### config.mk
export PLATFORM = sky130hd
export DESIGN_NAME = pif_irq_bank
export DESIGN_NICKNAME = d
export VERILOG_FILES = /design/src/pif_pkg.sv /design/src/pif_evt_if.sv /design/src/pif_flag_bank.sv /design/src/pif_irq_bank.sv
export SDC_FILE = /design/constraint.sdc
export NUM_CORES = 1
export LEC_CHECK = 0
export BUFFER_PORTS_ARGS = -buffer_cell sky130_fd_sc_hd__buf_4
export CAP_MARGIN = 25
export CORE_ASPECT_RATIO = 0.5
export CORE_MARGIN = 10
export CORE_UTILIZATION = 45
export CTS_CLUSTER_DIAMETER = 60
export CTS_CLUSTER_SIZE = 10
export DETAILED_ROUTE_END_ITERATION = 12
export GPL_TIMING_DRIVEN = 0
export PLACE_DENSITY = 0.82
export SYNTH_ARGS = -nofsm -noshare
export SYNTH_HDL_FRONTEND = slang
export SYNTH_HIERARCHICAL = 1
export SYNTH_SLANG_ARGS = --single-unit
export TNS_END_PERCENT = 50
### constraint.sdc
create_clock -name clk -period 3 [get_ports clk]
set_input_delay 0.45 -clock clk [delete_from_list [all_inputs] [get_ports clk]]
set_output_delay 0.45 -clock clk [all_outputs]
set_load 0.1 [all_outputs]
### src/pif_pkg.sv
package pif_pkg;
  // Register offsets, byte addresses on the AHB-Lite bus
  localparam logic [7:0] PIF_FLAGS_OFS = 8'h0C;
  localparam logic [7:0] PIF_ENABLES_OFS = 8'h8C;
  localparam logic [7:0] PIF_STATUS_OFS = 8'h90;
  localparam logic [7:0] PIF_MASK_OFS = 8'h94;
  // Bit positions
  localparam int PIF_BIT_TA = 0;
  localparam int PIF_BIT_TB = 1;
  localparam int PIF_BIT_CC = 2;
  localparam int PIF_BIT_SP = 3;
  localparam int PIF_BIT_AD = 6;
  // Implemented bits of flag and enable registers
  localparam logic [7:0] PIF_IMPL_MASK = 8'h4F;
  localparam logic [7:0] PIF_RESET_VAL = 8'h00;
  localparam logic [31:0] PIF_WORD_ZERO = 32'h0000_0000;
  // Status bits of the block's own event register
  localparam int PIF_STS_FLAG = 0;
  localparam int PIF_STS_IRQ = 1;
  localparam logic [1:0] PIF_STS_ZERO = 2'h0;
  // AHB-Lite encodings
  localparam logic [1:0] PIF_HTRANS_NONSEQ = 2'h2;
  localparam logic [1:0] PIF_HTRANS_SEQ = 2'h3;
  // Capture/compare modes
  typedef enum logic [1:0] {
    PIF_CC_CAPTURE = 2'h0,
    PIF_CC_COMPARE = 2'h1,
    PIF_CC_PWM = 2'h2,
    PIF_CC_OFF = 2'h3
  } pif_ccmode_e;
endpackage

### src/pif_evt_if.sv
`timescale 1ns/1ps
`default_nettype none
// Bundle between the bus front end and the flag bank
interface pif_evt_if;
  logic [7:0] wr_data; // Write data, low byte
  logic wr_flags; // Write strobe to flag register
  logic wr_enables; // Write strobe to enable register
  logic [7:0] flags; // Current flags
  logic [7:0] enables; // Current enables
  logic irq_req; // Peripheral request toward core
  modport bank (input wr_data, wr_flags, wr_enables,
    output flags, enables, irq_req);
  modport host (output wr_data, wr_flags, wr_enables,
    input flags, enables, irq_req);
endinterface
`default_nettype wire

### src/pif_flag_bank.sv
`timescale 1ns/1ps
`default_nettype none
// Flag and enable registers with event set logic
module pif_flag_bank (
  input wire logic clk,
  input wire logic reset_n,
  input wire logic clk_en,
  input wire logic [7:0] evt_set,
  pif_evt_if.bank bus
);
  import pif_pkg::*;
  // All state in one struct
  typedef struct packed {
    logic [7:0] flags;
    logic [7:0] enables;
  } pif_bank_s;
  pif_bank_s st_r;
  pif_bank_s st_nxt;
  ////////////////////////////////////////////////////////////////////////
  // Next state: a set on the same cycle as a software clear wins
  always_comb begin
    st_nxt = st_r;
    if (bus.wr_enables) begin
      st_nxt.enables = bus.wr_data & PIF_IMPL_MASK; // RL6
    end
    if (bus.wr_flags) begin
      st_nxt.flags = bus.wr_data & PIF_IMPL_MASK; // RL9
    end
    // Events set regardless of enables; clk_en low still blocks them
    st_nxt.flags = st_nxt.flags | (evt_set & PIF_IMPL_MASK); // RL10
  end
  // Register the state; clk_en freezes everything
  always_ff @(posedge clk or negedge reset_n) begin
    if (!reset_n) begin
      st_r <= '0; // RL15
    end else if (clk_en) begin
      st_r <= st_nxt;
    end
  end
  assign bus.flags = st_r.flags;
  assign bus.enables = st_r.enables;
  // Any flag with its enable requests an interrupt
  assign bus.irq_req = |(st_r.flags
    & st_r.enables); // RL1 RL2 RL3 RL4 RL5 RL14
  ////////////////////////////////////////////////////////////////////////
  property p_evt_sets;
    @(posedge clk) disable iff (!reset_n)
      (clk_en && evt_set[PIF_BIT_AD]) |=> st_r.flags[PIF_BIT_AD];
  endproperty
  a_evt_sets: assert property (p_evt_sets) // RL8
    else $error("conversion flag not set after event");
  property p_hw_no_clear;
    @(posedge clk) disable iff (!reset_n)
      (clk_en && !bus.wr_flags && st_r.flags[PIF_BIT_TA])
        |=> st_r.flags[PIF_BIT_TA];
  endproperty
  a_hw_no_clear: assert property (p_hw_no_clear) // RL11
    else $error("timer a flag cleared without a write");
  property p_unimpl_zero;
    @(posedge clk) disable iff (!reset_n)
      ((st_r.flags | st_r.enables) & ~PIF_IMPL_MASK) == 8'h00;
  endproperty
  a_unimpl_zero: assert property (p_unimpl_zero) // RL6
    else $error("unimplemented bit became set");
  property p_irq_tie;
    @(posedge clk) disable iff (!reset_n)
      (clk_en && evt_set[PIF_BIT_TB] && !bus.wr_enables
        && st_r.enables[PIF_BIT_TB]) |=> bus.irq_req;
  endproperty
  a_irq_tie: assert property (p_irq_tie) // RL4
    else $error("enabled timer b event gave no request");
  property p_masked;
    @(posedge clk) disable iff (!reset_n)
      (st_r.enables == 8'h00) |-> !bus.irq_req;
  endproperty
  a_masked: assert property (p_masked) // RL14
    else $error("request while all sources masked");
endmodule
`default_nettype wire

### src/pif_irq_bank.sv
`timescale 1ns/1ps
`default_nettype none
// Summary of operation
// (RL1) Conversion enable bit masks or allows source
// (RL2) Serial port enable bit masks or allows
// (RL3) Capture/compare enable bit masks or allows
// (RL4) Timer b match enable bit masks or allows
// (RL5) Timer a overflow enable masks or allows
// (RL6) Bits 7,5,4 read zero, ignore writes
// (RL7) Flag register decoded at address 0Ch
// (RL8) Conversion done sets flag bit 6
// (RL9) Flag register readable and writable by software
// (RL10) Flags set regardless of enable bits
// (RL11) Software clears flags; hardware never does
// (RL12) Timer a bit 0, timer b bit 1
// (RL13) Serial bit 3; capcomp bit 2, not PWM
// (RL14) Request when flag and enable both set
// (RL15) All bits reset to zero
module pif_irq_bank (
  input wire logic clk,
  input wire logic reset_n,
  input wire logic clk_en,
  // AHB-Lite slave
  input wire logic hsel,
  input wire logic [7:0] haddr,
  input wire logic [1:0] htrans,
  input wire logic hwrite,
  input wire logic [2:0] hsize, // Unused: every transfer is one word
  input wire logic [31:0] hwdata,
  input wire logic hready,
  output logic [31:0] hrdata,
  output logic hreadyout,
  output logic hresp,
  // Peripheral event pulses
  input wire logic conv_done_evt,
  input wire logic serial_port_evt,
  input wire logic capcomp_evt,
  input wire pif_pkg::pif_ccmode_e capcomp_mode,
  input wire logic timer_b_match_evt,
  input wire logic timer_a_overflow_evt,
  // Interrupt outputs
  output logic periph_irq_req,
  output logic irq
);
  import pif_pkg::*;
  ////////////////////////////////////////////////////////////////////////
  // All local state in one struct
  typedef struct packed {
    logic ph_valid; // Data phase pending
    logic ph_write; // Pending transfer is a write
    logic [7:0] ph_addr; // Pending address
    logic [31:0] rdata; // Registered read data
    logic [1:0] status; // Sticky block events
    logic [1:0] mask; // Mask for block events
    logic irq_d; // Previous request level for edge
  } pif_top_s;
  pif_top_s st_r;
  pif_top_s st_nxt;
  pif_evt_if bank_if ();
  logic [7:0] evt_set;
  logic addr_ok;
  logic [31:0] rd_mux;
  logic wr_now;
  ////////////////////////////////////////////////////////////////////////
  // Gather the source pulses into flag positions
  always_comb begin
    evt_set = PIF_RESET_VAL;
    evt_set[PIF_BIT_AD] = conv_done_evt; // RL8
    evt_set[PIF_BIT_SP] = serial_port_evt; // RL13
    // PWM mode leaves the capture/compare flag unused
    evt_set[PIF_BIT_CC] = capcomp_evt && (capcomp_mode == PIF_CC_CAPTURE
      || capcomp_mode == PIF_CC_COMPARE); // RL13
    evt_set[PIF_BIT_TB] = timer_b_match_evt; // RL12
    evt_set[PIF_BIT_TA] = timer_a_overflow_evt; // RL12
  end
  pif_flag_bank u_bank (
    .clk(clk),
    .reset_n(reset_n),
    .clk_en(clk_en),
    .evt_set(evt_set),
    .bus(bank_if.bank)
  );
  ////////////////////////////////////////////////////////////////////////
  // Address decode for the data phase
  always_comb begin
    addr_ok = 1'b1;
    rd_mux = PIF_WORD_ZERO;
    unique case (st_r.ph_addr)
      PIF_FLAGS_OFS: begin
        rd_mux[7:0] = bank_if.flags; // RL7
      end
      PIF_ENABLES_OFS: begin
        rd_mux[7:0] = bank_if.enables; // RL6
      end
      PIF_STATUS_OFS: begin
        rd_mux[1:0] = st_r.status;
      end
      PIF_MASK_OFS: begin
        rd_mux[1:0] = st_r.mask;
      end
      default: begin
        // Unmapped: reads zero, writes dropped, still OKAY
        addr_ok = 1'b0;
      end
    endcase
  end
  // Writes land in the data phase, when hwdata is valid
  assign wr_now = clk_en && st_r.ph_valid && st_r.ph_write && addr_ok;
  assign bank_if.wr_data = hwdata[7:0];
  assign bank_if.wr_flags = wr_now
    && (st_r.ph_addr == PIF_FLAGS_OFS); // RL9
  assign bank_if.wr_enables = wr_now
    && (st_r.ph_addr == PIF_ENABLES_OFS); // RL1
  ////////////////////////////////////////////////////////////////////////
  // Bus tracking, read data capture, block status
  always_comb begin
    st_nxt = st_r;
    st_nxt.ph_valid = 1'b0;
    // Read data is sampled one cycle after the address phase
    if (st_r.ph_valid && !st_r.ph_write) begin
      st_nxt.rdata = rd_mux;
    end
    if (hsel && hready && (htrans == PIF_HTRANS_NONSEQ
        || htrans == PIF_HTRANS_SEQ)) begin
      st_nxt.ph_valid = 1'b1;
      st_nxt.ph_write = hwrite;
      st_nxt.ph_addr = haddr;
    end
    if (wr_now && st_r.ph_addr == PIF_MASK_OFS) begin
      st_nxt.mask = hwdata[1:0];
    end
    if (wr_now && st_r.ph_addr == PIF_STATUS_OFS) begin
      // Write one to clear
      st_nxt.status = st_r.status & ~hwdata[1:0];
    end
    // Set wins over clear: any new flag event, new request edge
    if (|evt_set) begin
      st_nxt.status[PIF_STS_FLAG] = 1'b1;
    end
    if (bank_if.irq_req && !st_r.irq_d) begin
      st_nxt.status[PIF_STS_IRQ] = 1'b1;
    end
    st_nxt.irq_d = bank_if.irq_req;
  end
  // State register; held while clk_en is low
  always_ff @(posedge clk or negedge reset_n) begin
    if (!reset_n) begin
      st_r <= '0;
    end else if (clk_en) begin
      st_r <= st_nxt;
    end
  end
  ////////////////////////////////////////////////////////////////////////
  // Outputs: read data one cycle later than decode would allow,
  // so one wait state is inserted for reads
  logic rd_wait;
  assign rd_wait = st_r.ph_valid && !st_r.ph_write;
  // Held low while clk_en is low: state is frozen then, so an address
  // or write data phase could not be taken and would be lost
  assign hreadyout = clk_en && !rd_wait;
  assign hrdata = st_r.rdata;
  assign hresp = 1'b0;
  assign periph_irq_req = bank_if.irq_req; // RL14
  assign irq = |(st_r.status & st_r.mask);
  ////////////////////////////////////////////////////////////////////////
  property p_flag_read;
    @(posedge clk) disable iff (!reset_n)
      (clk_en && st_r.ph_valid && !st_r.ph_write
        && st_r.ph_addr == PIF_FLAGS_OFS)
        |=> hrdata == {24'h00_0000, $past(bank_if.flags)};
  endproperty
  a_flag_read: assert property (p_flag_read) // RL7
    else $error("flag register read data wrong");
  property p_pwm_no_flag;
    @(posedge clk) disable iff (!reset_n)
      (capcomp_mode == PIF_CC_PWM) |-> !evt_set[PIF_BIT_CC];
  endproperty
  a_pwm_no_flag: assert property (p_pwm_no_flag) // RL13
    else $error("capture flag event in pwm mode");
  property p_sp_req;
    @(posedge clk) disable iff (!reset_n)
      (bank_if.flags[PIF_BIT_SP] && bank_if.enables[PIF_BIT_SP])
        |-> periph_irq_req;
  endproperty
  a_sp_req: assert property (p_sp_req) // RL2
    else $error("serial flag enabled but no request");
  property p_cc_req;
    @(posedge clk) disable iff (!reset_n)
      (bank_if.flags[PIF_BIT_CC] && bank_if.enables[PIF_BIT_CC])
        |-> periph_irq_req;
  endproperty
  a_cc_req: assert property (p_cc_req) // RL3
    else $error("capcomp flag enabled but no request");
  property p_ta_req;
    @(posedge clk) disable iff (!reset_n)
      (clk_en && timer_a_overflow_evt
        && bank_if.enables[PIF_BIT_TA] && !bank_if.wr_enables)
        ##1 1'b1 |-> bank_if.flags[PIF_BIT_TA] && periph_irq_req;
  endproperty
  a_ta_req: assert property (p_ta_req) // RL5
    else $error("timer a overflow gave no request");
  property p_ad_mask;
    @(posedge clk) disable iff (!reset_n)
      (bank_if.flags == 8'h40 && !bank_if.enables[PIF_BIT_AD])
        |-> !periph_irq_req;
  endproperty
  a_ad_mask: assert property (p_ad_mask) // RL1
    else $error("masked conversion flag requested");
  property p_tb_flag;
    @(posedge clk) disable iff (!reset_n)
      (clk_en && timer_b_match_evt) |=> bank_if.flags[PIF_BIT_TB];
  endproperty
  a_tb_flag: assert property (p_tb_flag) // RL12
    else $error("timer b flag not set");
  property p_unmapped;
    @(posedge clk) disable iff (!reset_n)
      (clk_en && st_r.ph_valid && !addr_ok && !st_r.ph_write)
        |=> hrdata == PIF_WORD_ZERO && !hresp;
  endproperty
  a_unmapped: assert property (p_unmapped) // RL6
    else $error("unmapped read not zero");
  ////////////////////////////////////////////////////////////////////////
  // Bus timing checks: a read has one wait state, a write none
  property p_rd_wait;
    @(posedge clk) disable iff (!reset_n)
      (clk_en && hsel && hready && htrans == PIF_HTRANS_NONSEQ && !hwrite)
        |=> !hreadyout;
  endproperty
  a_rd_wait: assert property (p_rd_wait) // RL9
    else $error("read data phase without a wait state");
  // The wait state ends after one cycle unless the clock enable is low
  property p_rd_done;
    @(posedge clk) disable iff (!reset_n)
      (clk_en && rd_wait) |=> (hreadyout || !clk_en);
  endproperty
  a_rd_done: assert property (p_rd_done) // RL9
    else $error("read wait state lasted too long");
  // A write data phase is answered at once
  property p_wr_nowait;
    @(posedge clk) disable iff (!reset_n)
      (clk_en && st_r.ph_valid && st_r.ph_write) |-> hreadyout;
  endproperty
  a_wr_nowait: assert property (p_wr_nowait) // RL9
    else $error("write data phase was stalled");
  // Upper data lanes always read zero
  property p_hi_zero;
    @(posedge clk) disable iff (!reset_n)
      hrdata[31:8] == 24'h00_0000;
  endproperty
  a_hi_zero: assert property (p_hi_zero) // RL6
    else $error("upper read data lanes not zero");
  ////////////////////////////////////////////////////////////////////////
  // Register writes: only implemented bits are kept
  property p_en_write;
    @(posedge clk) disable iff (!reset_n)
      bank_if.wr_enables
        |=> bank_if.enables == ($past(hwdata[7:0]) & PIF_IMPL_MASK);
  endproperty
  a_en_write: assert property (p_en_write) // RL6
    else $error("enable register write kept wrong value");
  // A flag write keeps the value, plus any event of that cycle
  property p_fl_write;
    @(posedge clk) disable iff (!reset_n)
      bank_if.wr_flags |=> bank_if.flags
        == (($past(hwdata[7:0]) | $past(evt_set)) & PIF_IMPL_MASK);
  endproperty
  a_fl_write: assert property (p_fl_write) // RL9
    else $error("flag register write kept wrong value");
  // An unmapped write leaves both registers alone
  property p_unmapped_wr;
    @(posedge clk) disable iff (!reset_n)
      (clk_en && st_r.ph_valid && st_r.ph_write && !addr_ok
        && evt_set == PIF_RESET_VAL)
        |=> $stable(bank_if.flags) && $stable(bank_if.enables);
  endproperty
  a_unmapped_wr: assert property (p_unmapped_wr) // RL7
    else $error("unmapped write changed a register");
  // A low clock enable freezes both registers
  property p_frozen;
    @(posedge clk) disable iff (!reset_n)
      !clk_en |=> $stable(bank_if.flags) && $stable(bank_if.enables);
  endproperty
  a_frozen: assert property (p_frozen) // RL11
    else $error("registers changed while clock enable low");
  ////////////////////////////////////////////////////////////////////////
  // Sources: each event lands in its own flag bit
  property p_sp_flag;
    @(posedge clk) disable iff (!reset_n)
      (clk_en && serial_port_evt) |=> bank_if.flags[PIF_BIT_SP];
  endproperty
  a_sp_flag: assert property (p_sp_flag) // RL13
    else $error("serial flag not set after event");
  // Compare mode counts like capture mode
  property p_cc_flag;
    @(posedge clk) disable iff (!reset_n)
      (clk_en && capcomp_evt && capcomp_mode == PIF_CC_COMPARE)
        |=> bank_if.flags[PIF_BIT_CC];
  endproperty
  a_cc_flag: assert property (p_cc_flag) // RL13
    else $error("compare event did not set capcomp flag");
  // Timer a overflow sets bit 0
  property p_ta_flag;
    @(posedge clk) disable iff (!reset_n)
      (clk_en && timer_a_overflow_evt) |=> bank_if.flags[PIF_BIT_TA];
  endproperty
  a_ta_flag: assert property (p_ta_flag) // RL12
    else $error("timer a flag not set after overflow");
  // A lone masked timer flag raises nothing
  property p_ta_mask;
    @(posedge clk) disable iff (!reset_n)
      (bank_if.flags == 8'h01 && !bank_if.enables[PIF_BIT_TA])
        |-> !periph_irq_req;
  endproperty
  a_ta_mask: assert property (p_ta_mask) // RL5
    else $error("masked timer a flag requested");
  property p_tb_mask;
    @(posedge clk) disable iff (!reset_n)
      (bank_if.flags == 8'h02 && !bank_if.enables[PIF_BIT_TB])
        |-> !periph_irq_req;
  endproperty
  a_tb_mask: assert property (p_tb_mask) // RL4
    else $error("masked timer b flag requested");
  ////////////////////////////////////////////////////////////////////////
  // Block status: events and request edges are sticky
  property p_sts_evt;
    @(posedge clk) disable iff (!reset_n)
      (clk_en && (|evt_set)) |=> st_r.status[PIF_STS_FLAG];
  endproperty
  a_sts_evt: assert property (p_sts_evt) // RL10
    else $error("event did not set status bit");
  property p_sts_edge;
    @(posedge clk) disable iff (!reset_n)
      (clk_en && bank_if.irq_req && !st_r.irq_d)
        |=> st_r.status[PIF_STS_IRQ];
  endproperty
  a_sts_edge: assert property (p_sts_edge) // RL14
    else $error("request edge did not set status bit");
  // With both mask bits clear the level output stays low
  property p_irq_quiet;
    @(posedge clk) disable iff (!reset_n)
      (st_r.mask == PIF_STS_ZERO) |-> !irq;
  endproperty
  a_irq_quiet: assert property (p_irq_quiet) // RL14
    else $error("interrupt raised with mask clear");
endmodule
`default_nettype wire

==> qor.tcl <==
set qor(run_status) {completed}
set qor(final_min_period_over_clock_period_pct) 85.0
set qor(hold_class) {in -> async}
set qor(critical_path_required_ns) 3.17
set qor(final-setup-viol-count) 0
set qor(insertion_delay_ns) 0.29
set qor(power_density_nw_per_um2) 505
set qor(worst_case_vdd_ir_drop_mv) 0.296
set qor(cp_max_fo) 6
set qor(routed_wirelength_mm) 3.94
set qor(nets) 296
set qor(average_routed_wire_per_standard_cell_um) 13.5
set qor(avgSynthCellArea_um2) 11.0
set qor(vias) 1327
set qor(post_synth_inst_count) 166
set qor(leakagePower_nw) 1.23
set qor(crit_path_dat_ns) 2.72
set qor(cts.htree.levels) 2
set qor(buffer_ports.inserted) 36
set qor(grt_setup_unrepaired) {no}
set qor(fin_setup_tns_ns) 0
set qor(die_height_um) 65.1
set qor(synth_warnings) 6
set qor(synth.yosys.seq_area_share_pct) 45.2
set qor(gp_congestion) 0.781
set qor(design.core.area_um2) 3900
set qor(num_antenna_cells) 0
set qor(grt-ovfl-total) 0
set qor(topRoutingLayerUsed) {met4}
set qor(cap_viol_max_count) 0
set qor(ctsLongestPathBuffers) 2
set qor(floorplan.initialDensity_pct) 46.8
set qor(cts_tree) {yes}
set qor(viasPerCell) 4.53
set qor(headroom_to_the_max_slew_limit_pct) 33.9
set qor(postCtsSetupRepairBufs) 0
set qor(antenna_found_initial) 0
set qor(finalCriticalPeriod_ns) 2.55
set qor(final_max_slew_viol_count) 0
set qor(place_hpwl_mm) 3.16
set qor(cts.hold.buffers_added) 0
set qor(drt-pass1-iter-count) 4
set qor(clk_pin_slew_ns) 0.07
set qor(fillers) 317
set qor(syn-cell-area_um2) 1830
set qor(flow.area_growth_from_synthesis_pct) 29.0
set qor(netlist-cell-type-count) 33
set qor(drt-met1-wl_mm) 1.57
set qor(fmaxAchievable_mhz) 392
set qor(drtAntennaViolNets) 0
set qor(met3_length_um) 453
set qor(final_layout_size_suffix_gt1_share_pct) 43.1
set qor(drtIter0Drc) 44
set qor(report.final.hold_viol_count) 0
set qor(worstSetupEndpointType) {register}
set qor(design.die.area_um2) 7170
set qor(max_slew.worst_pin.slew_ns) 0.983
set qor(die-width_um) 110
set qor(finalClockSkew_ns) 0.0101
set qor(global_route.usage.total_pct) 10.6
set qor(maximum_number_of_pins_on_one_net_before_global_route_repair) 34
set qor(rows) 16
set qor(number_of_synthesized_register_bits) 33
set qor(cts_root_buffer) {sky130_fd_sc_hd__clkbuf_8}
set qor(critical_path_class) {reg -> reg}
set qor(setup.worst_path.start_class) {register}
set qor(dpl.cell_count) 285
set qor(drc) 0
set qor(grt_pass1_vias) 1299
set qor(cts.repair.resized) 0
set qor(tritoncts_num_sinks) 33
set qor(tritoncts.num_buffers) 5
set qor(first_pass_grt_wire_length_mm) 5.97
set qor(detailroute.wirelength.met2_mm) 1.87
set qor(post_layout_nonfiller_instances) 293
set qor(top_level_ports) 94
-- metrics by stage --
step	power [mW]	setup WS (ns)	util, %	cell area, um^2	hold WS (ns)
2_1_floorplan	0.807	0.374	-	1940	0.154
3_3_place_gp	0.870	0.408	58.3	2270	0.406
3_5_place_dp	0.877	0.440	58.3	2270	0.416
4_1_cts	1.20	0.495	60.4	2360	0.103
5_1_grt	1.24	0.395	60.4	2360	0.126
6_report	1.19	0.449	60.4	2360	0.0856
-- worst max-delay path, stage by stage (launching register included) --
cell and delay [ns]:
sky130_fd_sc_hd__dfrtp_1 0.38, sky130_fd_sc_hd__or4_1 0.50, sky130_fd_sc_hd__buf_2 0.17, sky130_fd_sc_hd__nor4_1 0.81
sky130_fd_sc_hd__nand2_2 0.21, sky130_fd_sc_hd__o32a_1 0.36
-- power breakdown --
group / switching, mW / internal [mW]
sequential: 0.0264 / 0.480
combinational: 0.248 / 0.117
clock: 0.161 / 0.161
total: 0.435 / 0.757
-- cell families (layout without fill, tap and decap cells) --
kind of cell / Yosys count / count (layout) / synth area share [%]
multiplexers: 26 / 26 / 16.4
buffers and inverters: 47 / 91 / 17.7
flip-flops: 33 / 33 / 45.2
AND/OR/NAND/NOR: 28 / 28 / 8.56
other: 2 / 31 / 0.411
AO/OA/AOI/OAI: 30 / 30 / 11.8
-- cell type report --
type / count / area, um^2 / share of cell area [%]
Buffer: 42 / 305 / 13.0
Clock buffer: 6 / 72.6 / 3.08
Clock inverter: 2 / 10.0 / 0.425
Inverter: 5 / 18.8 / 0.796
Multi-Input combinational cell: 115 / 787 / 33.4
Sequential cell: 33 / 826 / 35.0
Tap cell: 54 / 67.6 / 2.87
Timing Repair Buffer: 36 / 270 / 11.5
-- registers in the layout, indices dropped and copies added, names as in the netlist --
name,cells
u_bank/bus.flags,5
hrdata,8
u_bank/bus.enables,5
st_r,15
-- worst paths after layout --
kind / start / to / slack [ns] / cells after the start
min in group clk: haddr[0] / st_r[37] / 0.39 / 2
max in group asynchronous: reset_n / hrdata[7] / 2.60 / 1
hold / removal: reset_n / st_r[2] / 0.09 / 1
setup reg to reg: st_r[38] / u_bank/bus.flags[6] / 0.45 / 5
setup / recovery: st_r[38] / u_bank/bus.flags[6] / 0.45 / 5
hold reg to reg: st_r[0] / st_r[4] / 0.45 / 1
-- per-layer routing --
metal  up-vias  GRT usage, %
li1        660             -
met5         -             0
met2        47          17.6
met4         0          4.30
met1       616          11.2
met3         4          5.72
-- cell usage after synthesis, drive strengths merged --
library cell / n / share of area, %
a21boi: 1 / 0.41
a222oi: 1 / 0.55
a22o: 3 / 1.4
a22oi: 1 / 0.41
buf: 41 / 16
clkbuf: 1 / 0.21
conb: 2 / 0.41
dfrtp: 33 / 45
inv: 5 / 1.0
mux2: 16 / 11
mux2i: 10 / 5.5
nand2: 12 / 3.0
nand3: 2 / 0.55
nand3b: 2 / 0.82
nand4: 1 / 0.34
nor2: 2 / 0.41
nor2b: 2 / 0.68
nor3: 1 / 0.27
nor4: 2 / 0.68
o21a: 5 / 2.1
o21ai: 12 / 3.5
o22ai: 2 / 0.68
o32a: 5 / 2.7
or3: 1 / 0.34
or4: 3 / 1.4
-- layout by cell type (no fill, tap or decap), drive strengths merged, types with 2 or more instances in the layout --
cell type  instances
nor2b              2
nand2             12
mux2              16
o21a               5
o32a               5
inv                5
o22ai              2
nand3              2
buf               77
conb              31
nand3b             2
or4                3
dfrtp             33
a22o               3
clkbuf             7
nor4               2
o21ai             12
mux2i             10
clkinv             2
nor2               2
No activity file was read; power rests on OpenSTA's default activity.
